**config.mk**
```make
export PLATFORM = sky130hd
export DESIGN_NAME = bif_feeder_ctrl
export DESIGN_NICKNAME = d
export VERILOG_FILES = /design/src/logic/bif_pkg.sv /design/src/logic/bif_timer.sv /design/src/logic/bif_lift_ctrl.sv /design/src/logic/bif_feeder_ctrl.sv
export SDC_FILE = /design/constraint.sdc
export NUM_CORES = 1
export LEC_CHECK = 0
export BUFFER_PORTS_ARGS = -buffer_cell sky130_fd_sc_hd__buf_2
export CORE_UTILIZATION = 44
export CTS_CLUSTER_DIAMETER = 30
export CTS_CLUSTER_SIZE = 24
export DETAILED_ROUTE_END_ITERATION = 6
export PLACE_DENSITY_LB_ADDON = 0.2
export SLEW_MARGIN = 25
export SYNTH_ARGS = -nofsm -noshare
export SYNTH_HDL_FRONTEND = slang
export SYNTH_SLANG_ARGS = --single-unit
```
**constraint.sdc**
```tcl
create_clock -name clock -period 4.5 [get_ports clock]
set_input_delay 0.225 -clock clock [delete_from_list [all_inputs] [get_ports clock]]
set_output_delay 0.225 -clock clock [all_outputs]
set_load 0.05 [all_outputs]
```
**src/logic/bif_pkg.sv**
```systemverilog
// bif_pkg: constants and types of the feeder controller.
// assumes one 200 MHz clock and a plain register port.
//
// Functional notes
// - pick one sheet, convey it into printer
// - both cassettes share identical control logic
// - lift at power-on, install, stack lowered
// - drive lifter until surface sensor sees paper
// - while printing, relift when surface drops
// - lift timeout without surface means motor failure
// - report cassette media size, A4-R or Letter-R
// - report cassette presence from open switches
// - size and presence frozen during sleep
// - no-pick 1: cassette feed sensor timeout
// - no-pick 3: merged feed sensor timeout
// - no-pick 4: manual tray sensor timeout
// - residual paper at off, door close, wake
// - side door open during feed jams
package bif_pkg;

  // ------------------------------------------------------------
  // timing
  // ------------------------------------------------------------
  localparam int CLK_HZ       = 200_000_000;      // core clock rate
  localparam int LIFT_TO_MS   = 1000;             // lift must reach surface in this time
  localparam int PICK_TO_MS   = 300;              // solenoid on to cassette feed sensor
  localparam int MERGE_TO_MS  = 300;              // cassette feed sensor to merged feed sensor
  localparam int TRAY_TO_MS   = 300;              // merged feed sensor to manual tray sensor
  localparam int LIFT_TO_CYC  = LIFT_TO_MS * (CLK_HZ / 1000);
  localparam int PICK_TO_CYC  = PICK_TO_MS * (CLK_HZ / 1000);
  localparam int MERGE_TO_CYC = MERGE_TO_MS * (CLK_HZ / 1000);
  localparam int TRAY_TO_CYC  = TRAY_TO_MS * (CLK_HZ / 1000);

  // ------------------------------------------------------------
  // register map (word index on the register port)
  // ------------------------------------------------------------
  localparam int          ADDR_W      = 4;
  localparam int          DATA_W      = 32;
  localparam logic [3:0]  REG_CTRL    = 4'h0;  // rw: power save, printing
  localparam logic [3:0]  REG_CMD     = 4'h1;  // w: pick right, pick left, power-off check
  localparam logic [3:0]  REG_STATUS  = 4'h2;  // r: presence, size, motors, feed state
  localparam logic [3:0]  REG_JAM     = 4'h3;  // r: sticky jam bits, cleared by the read
  localparam logic [3:0]  REG_MASK    = 4'h4;  // rw: interrupt mask over the jam bits
  localparam logic [3:0]  REG_LIFT_TO = 4'h5;  // rw: lift timeout in cycles
  localparam logic [3:0]  REG_PICK_TO = 4'h6;  // rw: pick timeout in cycles
  localparam logic [3:0]  REG_MRG_TO  = 4'h7;  // rw: merge timeout in cycles
  localparam logic [3:0]  REG_TRAY_TO = 4'h8;  // rw: tray timeout in cycles

  // control and command bit positions
  localparam int CTRL_SAVE   = 0;  // power-save (sleep) level
  localparam int CTRL_PRINT  = 1;  // print operation in progress
  localparam int CMD_PICK_R  = 0;
  localparam int CMD_PICK_L  = 1;
  localparam int CMD_OFFCHK  = 2;  // power-off residual check

  // jam bit positions, one distinct code each
  localparam int JAM_W       = 8;
  localparam int JAM_LIFT_R  = 0;
  localparam int JAM_LIFT_L  = 1;
  localparam int JAM_NP1_R   = 2;
  localparam int JAM_NP1_L   = 3;
  localparam int JAM_NP3     = 4;
  localparam int JAM_NP4     = 5;
  localparam int JAM_RESID   = 6;
  localparam int JAM_DOOR    = 7;

  // reset values
  localparam logic [1:0]       CTRL_RST = 2'h0;
  localparam logic [JAM_W-1:0] MASK_RST = 8'h00;

  // ------------------------------------------------------------
  // types
  // ------------------------------------------------------------
  typedef struct packed {
    logic sideDoorOpen;   // side door switch, high = open
    logic rightOpen;      // right cassette open switch, high = out
    logic leftOpen;       // left cassette open switch, high = out
    logic rightUpper;     // right stack surface upper sensor
    logic rightLower;     // right stack surface lower sensor
    logic leftUpper;      // left stack surface upper sensor
    logic leftLower;      // left stack surface lower sensor
    logic rightSize;      // right size sensor, high = A4-R
    logic leftSize;       // left size sensor, high = A4-R
    logic mergedFeed;     // merged feed sensor, high = paper
    logic rightFeed;      // right feed sensor
    logic leftFeed;       // left feed sensor
    logic trayFeed;       // manual feed tray sensor in the printer
  } bif_sens_t;

  typedef enum logic [1:0] {
    LIFT_IDLE = 2'b00,
    LIFT_RUN  = 2'b01,
    LIFT_FAIL = 2'b10
  } bif_lift_t;

  typedef enum logic [1:0] {
    FEED_IDLE  = 2'b00,
    FEED_PICK  = 2'b01,
    FEED_MERGE = 2'b10,
    FEED_TRAY  = 2'b11
  } bif_feed_t;

endpackage : bif_pkg

```
**src/logic/bif_timer.sv**
```systemverilog
// bif_timer: one-shot down counter, pulses at run-out.
// assumes start and clear on the same clock.
`timescale 1ns/1ps
module bif_timer
  import bif_pkg::*;
(
  input  wire logic        clock,    // core clock
  input  wire logic        nrst,     // async reset, active low
  input  wire logic        start,    // load limit and run
  input  wire logic        clear,    // stop without expiring
  input  wire logic [31:0] limit,    // cycles until expiry
  output logic             expired   // one-cycle pulse at run-out
);

  logic [31:0] count;    // remaining cycles
  logic        running;  // counting

  // ------------------------------------------------------------
  // countdown; a limit of zero behaves as one cycle
  // ------------------------------------------------------------
  always_ff @(posedge clock or negedge nrst) begin
    if (!nrst) begin
      count   <= 32'h0;
      running <= 1'b0;
      expired <= 1'b0;
    end else begin
      expired <= 1'b0;
      if (start) begin                       // restart at the trigger
        count   <= limit;
        running <= 1'b1;
      end else if (clear) begin
        running <= 1'b0;
      end else if (running) begin
        if (count <= 32'h1) begin
          expired <= 1'b1;
          running <= 1'b0;
        end else begin
          count <= count - 32'h1;
        end
      end
    end
  end

endmodule : bif_timer

```
**src/logic/bif_lift_ctrl.sv**
```systemverilog
// bif_lift_ctrl: lifter control, one instance per cassette.
// assumes synchronised sensors and a limit from the register file.
`timescale 1ns/1ps
module bif_lift_ctrl
  import bif_pkg::*;
(
  input  wire logic        clock,     // core clock
  input  wire logic        nrst,      // async reset, active low
  input  wire logic        present,   // cassette installed
  input  wire logic        upperSurf, // surface at pickup position
  input  wire logic        lowerSurf, // surface not yet dropped
  input  wire logic        printing,  // print operation active
  input  wire logic [31:0] limit,     // lift timeout in cycles
  output logic             motor,     // lifter motor drive
  output logic             fail       // one-cycle failure pulse
);

  bif_lift_t state;         // lift state
  logic      powerOnPend;   // power-on lift still owed
  logic      presentQ;      // presence one cycle ago
  logic      expired;       // timer run-out

  wire installEdge = present && !presentQ;
  wire lowered     = printing && !lowerSurf;
  wire startLift   = present && !upperSurf && (powerOnPend || installEdge || lowered);
  wire startTimer  = (state == LIFT_IDLE) && startLift;

  bif_timer u_timer (
    .clock   (clock),
    .nrst    (nrst),
    .start   (startTimer),
    .clear   (state != LIFT_RUN),
    .limit   (limit),
    .expired (expired)
  );

  // ------------------------------------------------------------
  // lift sequencing
  // ------------------------------------------------------------
  always_ff @(posedge clock or negedge nrst) begin
    if (!nrst) begin
      state       <= LIFT_IDLE;
      powerOnPend <= 1'b1;
      presentQ    <= 1'b0;
      motor       <= 1'b0;
      fail        <= 1'b0;
    end else begin
      presentQ    <= present;
      powerOnPend <= 1'b0;   // owed only in the first cycle; install covers late cassettes
      fail        <= 1'b0;
      unique case (state)
        LIFT_IDLE: begin
          if (startTimer) begin
            state <= LIFT_RUN;
            motor <= 1'b1;
          end
        end
        LIFT_RUN: begin
          if (!present || upperSurf) begin   // stop at surface
            state <= LIFT_IDLE;
            motor <= 1'b0;
          end else if (expired) begin
            state <= LIFT_FAIL;
            motor <= 1'b0;
            fail  <= 1'b1;
          end
        end
        LIFT_FAIL: begin
          // held off until the cassette is pulled; reinsertion retries
          if (!present) begin
            state <= LIFT_IDLE;
          end
        end
        default: begin
          state <= LIFT_IDLE;
          motor <= 1'b0;
        end
      endcase
    end
  end

endmodule : bif_lift_ctrl

```
**src/logic/bif_feeder_ctrl.sv**
```systemverilog
// bif_feeder_ctrl: feeder top: lift, detection, pick and jams.
// assumes async sensor pins and the engine controller on the register port.
`timescale 1ns/1ps
module bif_feeder_ctrl
  import bif_pkg::*;
#(
  parameter logic [31:0] LIFT_LIMIT  = LIFT_TO_CYC,   // lift timeout reset value
  parameter logic [31:0] PICK_LIMIT  = PICK_TO_CYC,   // pick timeout reset value
  parameter logic [31:0] MERGE_LIMIT = MERGE_TO_CYC,  // merge timeout reset value
  parameter logic [31:0] TRAY_LIMIT  = TRAY_TO_CYC    // tray timeout reset value
)
(
  input  wire logic              clock,              // 200 MHz core clock
  input  wire logic              nrst,               // async reset, active low
  input  wire bif_sens_t         sensors,            // raw sensor and switch pins
  input  wire logic [ADDR_W-1:0] addr,               // register index
  input  wire logic [DATA_W-1:0] wdata,              // write data
  input  wire logic              wr,                 // write strobe
  input  wire logic              rd,                 // read strobe
  output logic      [DATA_W-1:0] rdata,              // read data, cycle after rd
  output logic                   irq,                // level interrupt
  output logic                   rightLifterMotor,   // right lifter motor drive
  output logic                   leftLifterMotor,    // left lifter motor drive
  output logic                   rightPickupMotor,   // right pickup motor drive
  output logic                   leftPickupMotor,    // left pickup motor drive
  output logic                   rightPickupSolenoid,// right pickup solenoid
  output logic                   leftPickupSolenoid  // left pickup solenoid
);

  // ------------------------------------------------------------
  // pin synchronisers
  // ------------------------------------------------------------
  bif_sens_t syncA;   // first stage, read only by syncB
  bif_sens_t syncB;   // second stage, safe to use
  bif_sens_t sensQ;   // one cycle later, for edges

  always_ff @(posedge clock or negedge nrst) begin
    if (!nrst) begin
      syncA <= '0;
      syncB <= '0;
      sensQ <= '0;
    end else begin
      syncA <= sensors;
      syncB <= syncA;
      sensQ <= syncB;
    end
  end

  // ------------------------------------------------------------
  // register file state
  // ------------------------------------------------------------
  logic [1:0]       ctrl;        // save and printing levels
  logic [JAM_W-1:0] jam;         // sticky jam codes
  logic [JAM_W-1:0] mask;        // interrupt mask
  logic [31:0]      liftLimit;   // lift timeout
  logic [31:0]      pickLimit;   // pick timeout
  logic [31:0]      mergeLimit;  // merge timeout
  logic [31:0]      trayLimit;   // tray timeout
  logic [1:0]       presentRep;  // reported presence, right/left
  logic [1:0]       sizeRep;     // reported size, 1 = A4-R
  logic             saveQ;       // power-save one cycle ago

  // decode of the register port
  function automatic logic hit(input logic [ADDR_W-1:0] a, input logic [3:0] r);
    hit = (a == r);
  endfunction : hit

  wire sleeping  = ctrl[CTRL_SAVE];
  wire printing  = ctrl[CTRL_PRINT];
  wire wrCmd     = wr && hit(addr, REG_CMD);
  wire pickRight = wrCmd && wdata[CMD_PICK_R];
  wire pickLeft  = wrCmd && wdata[CMD_PICK_L] && !wdata[CMD_PICK_R];  // right wins a tie
  wire offCheck  = wrCmd && wdata[CMD_OFFCHK];
  wire rdJam     = rd && hit(addr, REG_JAM);

  // ------------------------------------------------------------
  // lift control, one per cassette
  // ------------------------------------------------------------
  logic [1:0] liftFail;   // failure pulses, right/left
  logic [1:0] liftMotor;  // lifter motors, right/left
  logic [1:0] present;    // live presence
  logic [1:0] upperS;     // upper sensors
  logic [1:0] lowerS;     // lower sensors

  assign present = {!syncB.leftOpen, !syncB.rightOpen};
  assign upperS  = {syncB.leftUpper, syncB.rightUpper};
  assign lowerS  = {syncB.leftLower, syncB.rightLower};

  // identical logic for both cassettes
  for (genvar c = 0; c < 2; c++) begin : g_lift
    bif_lift_ctrl u_lift (
      .clock     (clock),
      .nrst      (nrst),
      .present   (present[c]),
      .upperSurf (upperS[c]),
      .lowerSurf (lowerS[c]),
      .printing  (printing),
      .limit     (liftLimit),
      .motor     (liftMotor[c]),
      .fail      (liftFail[c])
    );
  end

  assign rightLifterMotor = liftMotor[0];
  assign leftLifterMotor  = liftMotor[1];

  // ------------------------------------------------------------
  // feed sequence
  // ------------------------------------------------------------
  bif_feed_t feed;       // feed stage
  logic      sel;        // 0 = right cassette, 1 = left
  logic      expired;    // stage timer run-out

  wire feedBusy   = (feed != FEED_IDLE);
  wire doorJam    = feedBusy && syncB.sideDoorOpen;
  wire selFeed    = sel ? syncB.leftFeed : syncB.rightFeed;
  wire startPick  = !feedBusy && ((pickRight && present[0]) || (pickLeft && present[1]));
  wire toMerge    = (feed == FEED_PICK) && selFeed && !doorJam;
  wire toTray     = (feed == FEED_MERGE) && syncB.mergedFeed && !doorJam;
  wire stageStart = startPick || toMerge || toTray;
  wire np1        = (feed == FEED_PICK) && expired && !selFeed;
  wire np3        = (feed == FEED_MERGE) && expired && !syncB.mergedFeed;
  wire np4        = (feed == FEED_TRAY) && expired && !syncB.trayFeed;

  // each stage loads its own programmable limit
  wire [31:0] stageLimit = startPick ? pickLimit : (toMerge ? mergeLimit : trayLimit);

  bif_timer u_feed_timer (
    .clock   (clock),
    .nrst    (nrst),
    .start   (stageStart),
    .clear   (!feedBusy),
    .limit   (stageLimit),
    .expired (expired)
  );

  // stage walk: solenoid, cassette sensor, merged sensor, printer tray
  always_ff @(posedge clock or negedge nrst) begin
    if (!nrst) begin
      feed <= FEED_IDLE;
      sel  <= 1'b0;
    end else begin
      unique case (feed)
        FEED_IDLE: begin
          if (startPick) begin
            feed <= FEED_PICK;
            sel  <= !pickRight;
          end
        end
        FEED_PICK: begin
          if (doorJam || np1) begin
            feed <= FEED_IDLE;
          end else if (toMerge) begin
            feed <= FEED_MERGE;
          end
        end
        FEED_MERGE: begin
          if (doorJam || np3) begin
            feed <= FEED_IDLE;
          end else if (toTray) begin
            feed <= FEED_TRAY;
          end
        end
        FEED_TRAY: begin
          // sheet handed to the printer ends the feed
          if (doorJam || np4 || syncB.trayFeed) begin
            feed <= FEED_IDLE;
          end
        end
      endcase
    end
  end

  // pickup drives from flops; solenoid only while waiting for the edge
  wire [1:0] pickSel = sel ? 2'b10 : 2'b01;
  wire [1:0] nextSol = (startPick ? {!pickRight, pickRight} : 2'b00) |
                       (((feed == FEED_PICK) && !toMerge && !np1 && !doorJam) ? pickSel : 2'b00);
  wire [1:0] nextMot = (startPick ? {!pickRight, pickRight} : 2'b00) |
                       ((feedBusy && !doorJam && !np1 && !np3 && !np4 &&
                         !((feed == FEED_TRAY) && syncB.trayFeed)) ? pickSel : 2'b00);

  always_ff @(posedge clock or negedge nrst) begin
    if (!nrst) begin
      rightPickupSolenoid <= 1'b0;
      leftPickupSolenoid  <= 1'b0;
      rightPickupMotor    <= 1'b0;
      leftPickupMotor     <= 1'b0;
    end else begin
      rightPickupSolenoid <= nextSol[0];
      leftPickupSolenoid  <= nextSol[1];
      rightPickupMotor    <= nextMot[0];
      leftPickupMotor     <= nextMot[1];
    end
  end

  // ------------------------------------------------------------
  // residual paper check events
  // ------------------------------------------------------------
  wire doorClosed = sensQ.sideDoorOpen && !syncB.sideDoorOpen;
  wire wake       = saveQ && !sleeping;
  wire paperLeft  = syncB.mergedFeed || syncB.rightFeed || syncB.leftFeed;
  wire residual   = (offCheck || doorClosed || wake) && paperLeft;

  // ------------------------------------------------------------
  // jam codes: set wins over the acknowledging read
  // ------------------------------------------------------------
  logic [JAM_W-1:0] jamSet;   // events this cycle
  always_comb begin
    jamSet             = '0;
    jamSet[JAM_LIFT_R] = liftFail[0];
    jamSet[JAM_LIFT_L] = liftFail[1];
    jamSet[JAM_NP1_R]  = np1 && !sel;
    jamSet[JAM_NP1_L]  = np1 && sel;
    jamSet[JAM_NP3]    = np3;
    jamSet[JAM_NP4]    = np4;
    jamSet[JAM_RESID]  = residual;
    jamSet[JAM_DOOR]   = doorJam;
  end

  wire [JAM_W-1:0] next_jam = (rdJam ? '0 : jam) | jamSet;

  always_ff @(posedge clock or negedge nrst) begin
    if (!nrst) begin
      jam <= '0;
      irq <= 1'b0;
    end else begin
      jam <= next_jam;
      irq <= |(next_jam & mask);
    end
  end

  // ------------------------------------------------------------
  // size and presence reporting, frozen in sleep
  // ------------------------------------------------------------
  always_ff @(posedge clock or negedge nrst) begin
    if (!nrst) begin
      presentRep <= 2'b00;
      sizeRep    <= 2'b00;
      saveQ      <= 1'b0;
    end else begin
      saveQ <= sleeping;
      if (!sleeping) begin
        presentRep <= present;
        sizeRep    <= {syncB.leftSize, syncB.rightSize};
      end
    end
  end

  // ------------------------------------------------------------
  // register writes
  // ------------------------------------------------------------
  always_ff @(posedge clock or negedge nrst) begin
    if (!nrst) begin
      ctrl       <= CTRL_RST;
      mask       <= MASK_RST;
      liftLimit  <= LIFT_LIMIT;
      pickLimit  <= PICK_LIMIT;
      mergeLimit <= MERGE_LIMIT;
      trayLimit  <= TRAY_LIMIT;
    end else if (wr) begin
      if (hit(addr, REG_CTRL))    ctrl       <= wdata[1:0];
      if (hit(addr, REG_MASK))    mask       <= wdata[JAM_W-1:0];
      if (hit(addr, REG_LIFT_TO)) liftLimit  <= wdata;
      if (hit(addr, REG_PICK_TO)) pickLimit  <= wdata;
      if (hit(addr, REG_MRG_TO))  mergeLimit <= wdata;
      if (hit(addr, REG_TRAY_TO)) trayLimit  <= wdata;
    end
  end

  // ------------------------------------------------------------
  // register reads; unmapped indices read zero
  // ------------------------------------------------------------
  wire [DATA_W-1:0] statusWord = {23'h0, feed, feedBusy, liftMotor, sizeRep, presentRep};
  wire [DATA_W-1:0] rdMux =
      hit(addr, REG_CTRL)    ? {30'h0, ctrl}        :
      hit(addr, REG_STATUS)  ? statusWord           :
      hit(addr, REG_JAM)     ? {24'h0, jam}         :
      hit(addr, REG_MASK)    ? {24'h0, mask}        :
      hit(addr, REG_LIFT_TO) ? liftLimit            :
      hit(addr, REG_PICK_TO) ? pickLimit            :
      hit(addr, REG_MRG_TO)  ? mergeLimit           :
      hit(addr, REG_TRAY_TO) ? trayLimit            : 32'h0;

  always_ff @(posedge clock or negedge nrst) begin
    if (!nrst) begin
      rdata <= 32'h0;
    end else begin
      rdata <= rd ? rdMux : 32'h0;   // valid only the cycle after rd
    end
  end

endmodule : bif_feeder_ctrl

```
==> flow_metrics.py, run 1 <==
metrics = {
    "detailed_routing": {
        "num_vias": 13000,
        "drt-initial-drc-count": 1111,
        "drtPass1Iterations": 5,
        "route.detailed.drc": 0,
        "ant_nets": 0,
        "wl_per_cell_um": 22.5,
        "routed_via_density": 6.08,
        "drt-total-wl_mm": 48.0,
    },
    "logic_synthesis": {
        "synth_warnings": 0,
        "ys.flop_type": "dfrtp_1",
        "synth_mux_area_share_pct": 11.3,
        "synth-async-reset-ratio_pct": 100,
        "synth-seq-cells": 331,
        "seq_area_frac_synth_pct": 53.0,
        "synth-edff-count": 0,
        "postSynthCellCount": 1471,
        "synth_fa_ha_area_share_pct": 0.478,
        "synth-simple-area-share_pct": 15.6,
        "synth_xor_area_share_pct": 1.17,
        "syn_area_mm2": 0.0157,
        "syn-num-nets": 1530,
        "postSynthAreaPerCell_um2": 10.7,
        "synth_compound_area_share_pct": 15.5,
        "yosysUniqueCellTypes": 74,
        "synth_top_family_by_area": "simple AND/OR/NAND/NOR gates",
    },
    "worst_setup_path": {
        "slowest_delay_ps": 660,
        "crit_chain": "or4_4, nor4b_1, nand4_1, nand2_1, o21bai_1, a221o_1",
        "path_buf_inv": 0,
        "required_ps": 4940,
        "critical-path-top-delay-family": "simple AND/OR/NAND/NOR gates",
        "path_max_fanout": 18,
        "worstSetupEndpointType": "flop",
        "start_kind": "flop",
        "critPathArrivalTime_ps": 3410,
        "cp_slowest_cell": "nand2_1",
        "critPathKind": "reg2reg",
    },
    "finish": {
        "layout_common_cells": "dfrtp_1 (288), mux2_2 (153), nand2_1 (145)",
        "area_growth_syn_to_layout_pct": 24.8,
        "antennaDiodeCount": 0,
        "final_nets": 1680,
        "finalNonFillerCells": 2135,
        "drive_gt1_share_pct": 27.8,
        "final_common_cell": "dfrtp_1",
    },
    "grt": {
        "overflow": 0,
        "grt_first_pass_wirelength_mm": 74.6,
        "antenna_found_initial": 0,
        "grt_max_degree": 136,
        "grt_pass1_vias": 12900,
        "grtUsageTotal_pct": 26.9,
    },
    "floorplanning": {
        "io_pins": 92,
        "die_area_mm2": 0.0365,
        "coreArea_mm2": 0.0349,
        "initial_utilization_pct": 45.1,
        "die_h_um": 191,
        "die_x_um": 191,
        "row_count": 68,
    },
    "sta": {
        "rsz0062_at_grt": "no",
        "slew_viol_final": 0,
        "fmax_ghz": 0.336,
        "tns_ps": 0,
        "hold_ws_ps": 31.6,
        "tightest_slew_ps": 1020,
        "slew_headroom_pct": 32.0,
        "period_needed_ps": 2980,
        "finalHoldViolCount": 0,
        "period_share_pct": 66.1,
        "setup_viol": 0,
        "skew_ps": 22.8,
    },
    "clock_tree": {
        "cts-root-buf": "clkbuf_16",
        "path_clk_slew_ps": 50,
        "cts_sinks": 331,
        "clk_latency_ps": 580,
        "post_cts_resized": 0,
        "cts_tree": "done",
        "cts_made_buffers": 73,
        "cts_buffer_depth": 3,
        "cts-htree-levels": 3,
    },
    "hold_path": {
        "hp-class": "in2reg",
    },
    "placement": {
        "place_congestion": 0.884,
        "port_buffers": 91,
        "dpl.hpwl_mm": 32.1,
        "placed_cells": 1962,
    },
    "power": {
        "p_total_mw": 11.3,
        "leakagePower_nw": 8.38,
        "ir_worst_vdd_mv": 0.315,
        "pwr_density_cell_mw_per_mm2": 578,
    },
    "flow_run": {
        "cap_violations": 0,
    },
    "status": {
        "outcome": "completed",
    },
}
flip-flops by register name (all words and copies together), names as in the netlist, 4 cells and up:
| name | count |
|---|---|
| u_feed_timer.count | 32 |
| jam | 8 |
| mergeLimit | 32 |
| trayLimit | 32 |
| g_lift.u_lift.state | 4 |
| g_lift.u_lift.u_timer.count | 64 |
| rdata | 32 |
| syncA | 13 |
| syncB | 11 |
| mask | 8 |
| pickLimit | 32 |
| liftLimit | 32 |
report_power, final:
group	switching (mW)	internal [mW]	leakage [nW]
logic	0.857	0.723	3.10
registers	0.665	3.67	4.05
clock network	1.74	3.68	1.23
routing by layer:
metal	share of wire [%]	GRT usage, %	wire length [µm]
met5	0	0	0
met4	4.2	13.0	2000
met3	6.9	5.23	3330
met2	45	40.9	21700
met1	44	36.9	21000
path summary, 6_finish.rpt:
check / startpoint / to / slack [ps] / depth (start not counted)
max reg2reg: g_lift[0].u_lift.u_timer.count[5]$_DFFE_PN0P_ / g_lift[0].u_lift.u_timer.count[9]$_DFFE_PN0P_ / 1520 / 6
max: g_lift[0].u_lift.u_timer.count[5]$_DFFE_PN0P_ / g_lift[0].u_lift.u_timer.count[9]$_DFFE_PN0P_ / 1520 / 6
min in group asynchronous: nrst / g_lift[0].u_lift.u_timer.running$_DFF_PN0_ / 220 / 2
min reg2reg: syncA[12]$_DFF_PN0_ / syncB[12]$_DFF_PN0_ / 340 / 0
max in group asynchronous: nrst / trayLimit[26]$_DFFE_PN0P_ / 2990 / 3
min: wdata[5] / trayLimit[5]$_DFFE_PN0P_ / 30 / 2
Yosys cell counts, drive strengths merged (7+ instances only):
cell	instances	area, µm²
o21ai	74	378
a22oi	21	158
o311ai	20	175
nand2b	9	56.3
buf	20	82.6
clkbuf	63	236
a31oi	7	43.8
or2	9	56.3
o22ai	12	75.1
nor2	83	314
a211oi	7	52.6
dfrtp	288	7210
or4	24	185
dfstp	43	1130
or3	27	174
xnor2	10	87.6
nor3	48	245
xor2	11	96.3
o211ai	40	300
a221o	8	80.1
and2	8	50.1
nor4	19	125
nand3	56	280
a222oi	32	320
nor2b	9	56.3
a21oi	68	340
mux2	153	1720
inv	35	131
nor4b	7	61.3
nand2	145	544
nand4	20	125
stage by stage:
stage / setup slack (ps) / utilization [%] / area [µm²]
3_5_place_dp: 1520 / 47.9 / 16700
2_1_floorplan: 2050 / - / 15700
6_report: 1520 / 56.2 / 19600
3_3_place_gp: 1570 / 47.8 / 16700
5_1_grt: 1270 / 56.2 / 19600
4_1_cts: 1530 / 56.2 / 19600
cell type report:
cell class | instances | area, µm²
Clock inverter | 38 | 439
Sequential cell | 331 | 8340
Fill cell | 3005 | 15300
Multi-Input combinational cell | 1022 | 6970
Tap cell | 455 | 569
Clock buffer | 96 | 2100
Inverter | 35 | 131
Timing Repair Buffer | 158 | 1080
cell families after synthesis:
| kind of cell | after synthesis |
|---|---|
| and+or+nand+nor | 487 |
| AOI/OAI and AO/OA | 349 |
| DFF | 331 |
| muxes | 158 |
| buffers and inverters | 118 |
| xor gates and xnor gates | 21 |
| adders and majority gates | 6 |
| other | 1 |
timing repair:
item,in CTS,in global routing
hold buffers,39,0
buffers inserted,0,0
endpoints found under the hold margin,187,0
Power figures use the tool's default switching activity.
==> run 2: changes to the inputs <==
==> constraint.sdc (replaced) <==
create_clock -name clock -period 2.95 [get_ports clock]
set_input_delay 0.1475 -clock clock [delete_from_list [all_inputs] [get_ports clock]]
set_output_delay 0.1475 -clock clock [all_outputs]
set_load 0.05 [all_outputs]
==> run 2 against run 1 <==
  * Via count increased by 2.3%
  * Highest routed layer is now met5
  * Clock power rose by 62%
  * Critical endpoint is now u_feed_timer.count[17]$_DFFE_PN0P_
  * Power rose by 58%
  * Setup slack worse by 1400 ps
  * Final cell count rose by 2.0%
  * First-iteration DRC count grew 6.8%
==> flow_metrics.py, run 2 (synthesis gave the netlist of run 1 again) <==
metrics = {
    "floorplanning": {
        "row_count": 68,
        "die_h_um": 191,
        "coreArea_mm2": 0.0349,
        "initial_utilization_pct": 45.1,
        "die_area_mm2": 0.0365,
        "die_x_um": 191,
        "io_pins": 92,
    },
    "detailed_routing": {
        "drt-initial-drc-count": 1186,
        "num_vias": 13300,
        "drtPass1Iterations": 6,
        "drt-total-wl_mm": 49.3,
        "ant_nets": 0,
        "route.detailed.drc": 0,
        "routed_via_density": 6.11,
        "wl_per_cell_um": 22.6,
    },
    "grt": {
        "grt_first_pass_wirelength_mm": 77.0,
        "grt_max_degree": 105,
        "overflow": 0,
        "antenna_found_initial": 1,
        "grtUsageTotal_pct": 27.6,
        "grt_pass1_vias": 13200,
    },
    "finish": {
        "largest_register_ffs": 64,
        "antennaDiodeCount": 0,
        "final_common_cell": "dfrtp_1",
        "final_nets": 1718,
        "finalNonFillerCells": 2177,
        "layout_common_cells": "dfrtp_1 (288), mux2_2 (153), nand2_1 (145)",
        "fin_area_mm2": 0.0202,
        "drive_gt1_share_pct": 29.4,
        "area_growth_syn_to_layout_pct": 28.4,
        "largest_register": "g_lift.u_lift.u_timer.count",
    },
    "placement": {
        "place_congestion": 0.924,
        "dpl.hpwl_mm": 32.8,
        "port_buffers": 91,
        "placed_cells": 1989,
        "placed_area_mm2": 0.0170,
    },
    "power": {
        "p_int_mw": 12.9,
        "pwr_density_cell_mw_per_mm2": 888,
        "ir_worst_vdd_mv": 0.522,
        "sw_frac_of_total_pct": 28.2,
        "pwr-share-seq_pct": 37.1,
        "power_switching_mw": 5.05,
        "pwr-share-clk_pct": 49.1,
        "leakagePower_nw": 8.69,
        "power_frac_comb_pct": 13.8,
    },
    "worst_setup_path": {
        "slowest_delay_ps": 570,
        "reg2reg_from": "u_feed_timer.count[19]$_DFFE_PN0P_",
        "critPathKind": "reg2reg",
        "required_ps": 3440,
        "start_kind": "flop",
        "worstSetupEndpointType": "flop",
        "crit_chain": "or4_1, nor4_1, nand3_1, buf_4, o21ai_4, buf_4, a22oi_1, o21ai_0",
        "path_buf_inv": 2,
        "critical_path.startpoint": "u_feed_timer.count[19]$_DFFE_PN0P_",
        "crit_top_cell": "buf_4",
        "path_max_fanout": 11,
        "critical-path-top-delay-family": "simple AND/OR/NAND/NOR gates",
        "cp_slowest_cell": "or4_1",
        "critPathArrivalTime_ps": 3270,
    },
    "clock_tree": {
        "cts-root-buf": "clkbuf_16",
        "cts_tree": "done",
        "cts-htree-levels": 3,
        "cts_sinks": 331,
        "cts_buffer_depth": 3,
        "cts_made_buffers": 76,
        "path_clk_slew_ps": 50,
        "clk_latency_ps": 580,
    },
    "sta": {
        "tns_ps": 0,
        "skew_ps": 25.7,
        "setup_viol": 0,
        "rsz0062_at_grt": "no",
        "hold_ws_ps": 28.0,
        "slew_headroom_pct": 40.0,
        "slew_viol_final": 0,
        "finalHoldViolCount": 0,
        "tightest_slew_ps": 900,
        "fmax_ghz": 0.359,
        "period_share_pct": 94.4,
        "period_needed_ps": 2780,
    },
    "hold_path": {
        "hold_start": "wr",
        "hp-class": "in2reg",
    },
    "status": {
        "outcome": "completed",
    },
    "flow_run": {
        "cap_violations": 0,
    },
}
-- run 2: cell types whose count changed in the layout (fill, tap and decap cells not counted), moves of 2 or more --
cell,change
dlygate4sd3_1,+8
bufinv_16,+2
clkbuf_1,-3
inv_6,-3
buf_12,+6
buf_4,+21
clkbuf_8,+5
clkinv_8,+2
clkbuf_16,+4
clkinv_4,-2
clkinv_2,+7
clkinvlp_4,-4
o21ai_2,-2
o21ai_4,+2
-- run 2: repair_timing --
| item | CTS | global route |
|---|---|---|
| endpoints found under the hold margin | 244 | 0 |
| gates resized for setup | 0 | 3 |
| hold buffers | 47 | 0 |
| setup endpoints to repair | 0 | 6 |
| buffers inserted | 0 | 0 |
-- run 2: routing by layer --
| metal | track usage [%] | wire length [µm] |
|---|---|---|
| met5 | 0 | 10 |
| met2 | 43.3 | 22900 |
| met1 | 37.6 | 21600 |
| met4 | 9.97 | 1320 |
| met3 | 5.93 | 3460 |
-- run 2: final timing paths --
kind	to	slack, ps	depth (start not counted)
max	u_feed_timer.count[17]$_DFFE_PN0P_	170	8
min	ctrl[1]$_DFFE_PN0P_	30	3
max reg2reg	u_feed_timer.count[17]$_DFFE_PN0P_	170	8
min reg2reg	syncB[10]$_DFF_PN0_	330	0
max in group asynchronous	mergeLimit[16]$_DFFE_PN1P_	1820	3
min in group asynchronous	g_lift[0].u_lift.u_timer.count[10]$_DFFE_PN0P_	230	2
-- run 2: layout make-up --
cell class	instances	area, µm²
clock inverter	39	482
fill	2902	14700
multi-input combinational	1022	6980
timing repair buffer	193	1440
tap	455	569
clock buffer	102	2250
inverter	35	131
sequential	331	8340
-- run 2: power groups by stage --
stage          Sequential (mW)  Clock (mW)  Combinational, mW
4_1_cts                   6.59        8.89               2.47
3_3_place_gp              6.60           0               2.34
6_report                  6.64        8.80               2.48
5_1_grt                   6.75        9.15               2.75
3_5_place_dp              6.64           0               2.41
2_1_floorplan             6.35           0               1.68
-- run 2: tightest hold or removal path, cell delays in order --
cell	delay (ps)
buf_2	160
nand2_1	110
mux2_2	150
-- run 2: per-stage QoR --
step	setup WS, ps	total power [mW]	utilization [%]
final	165	17.9	57.9
after global routing	31.3	18.7	57.9
after CTS	199	18.0	57.8
after detailed placement	240	9.04	48.6
after global placement	277	8.94	48.6
after floorplan	496	8.03	-
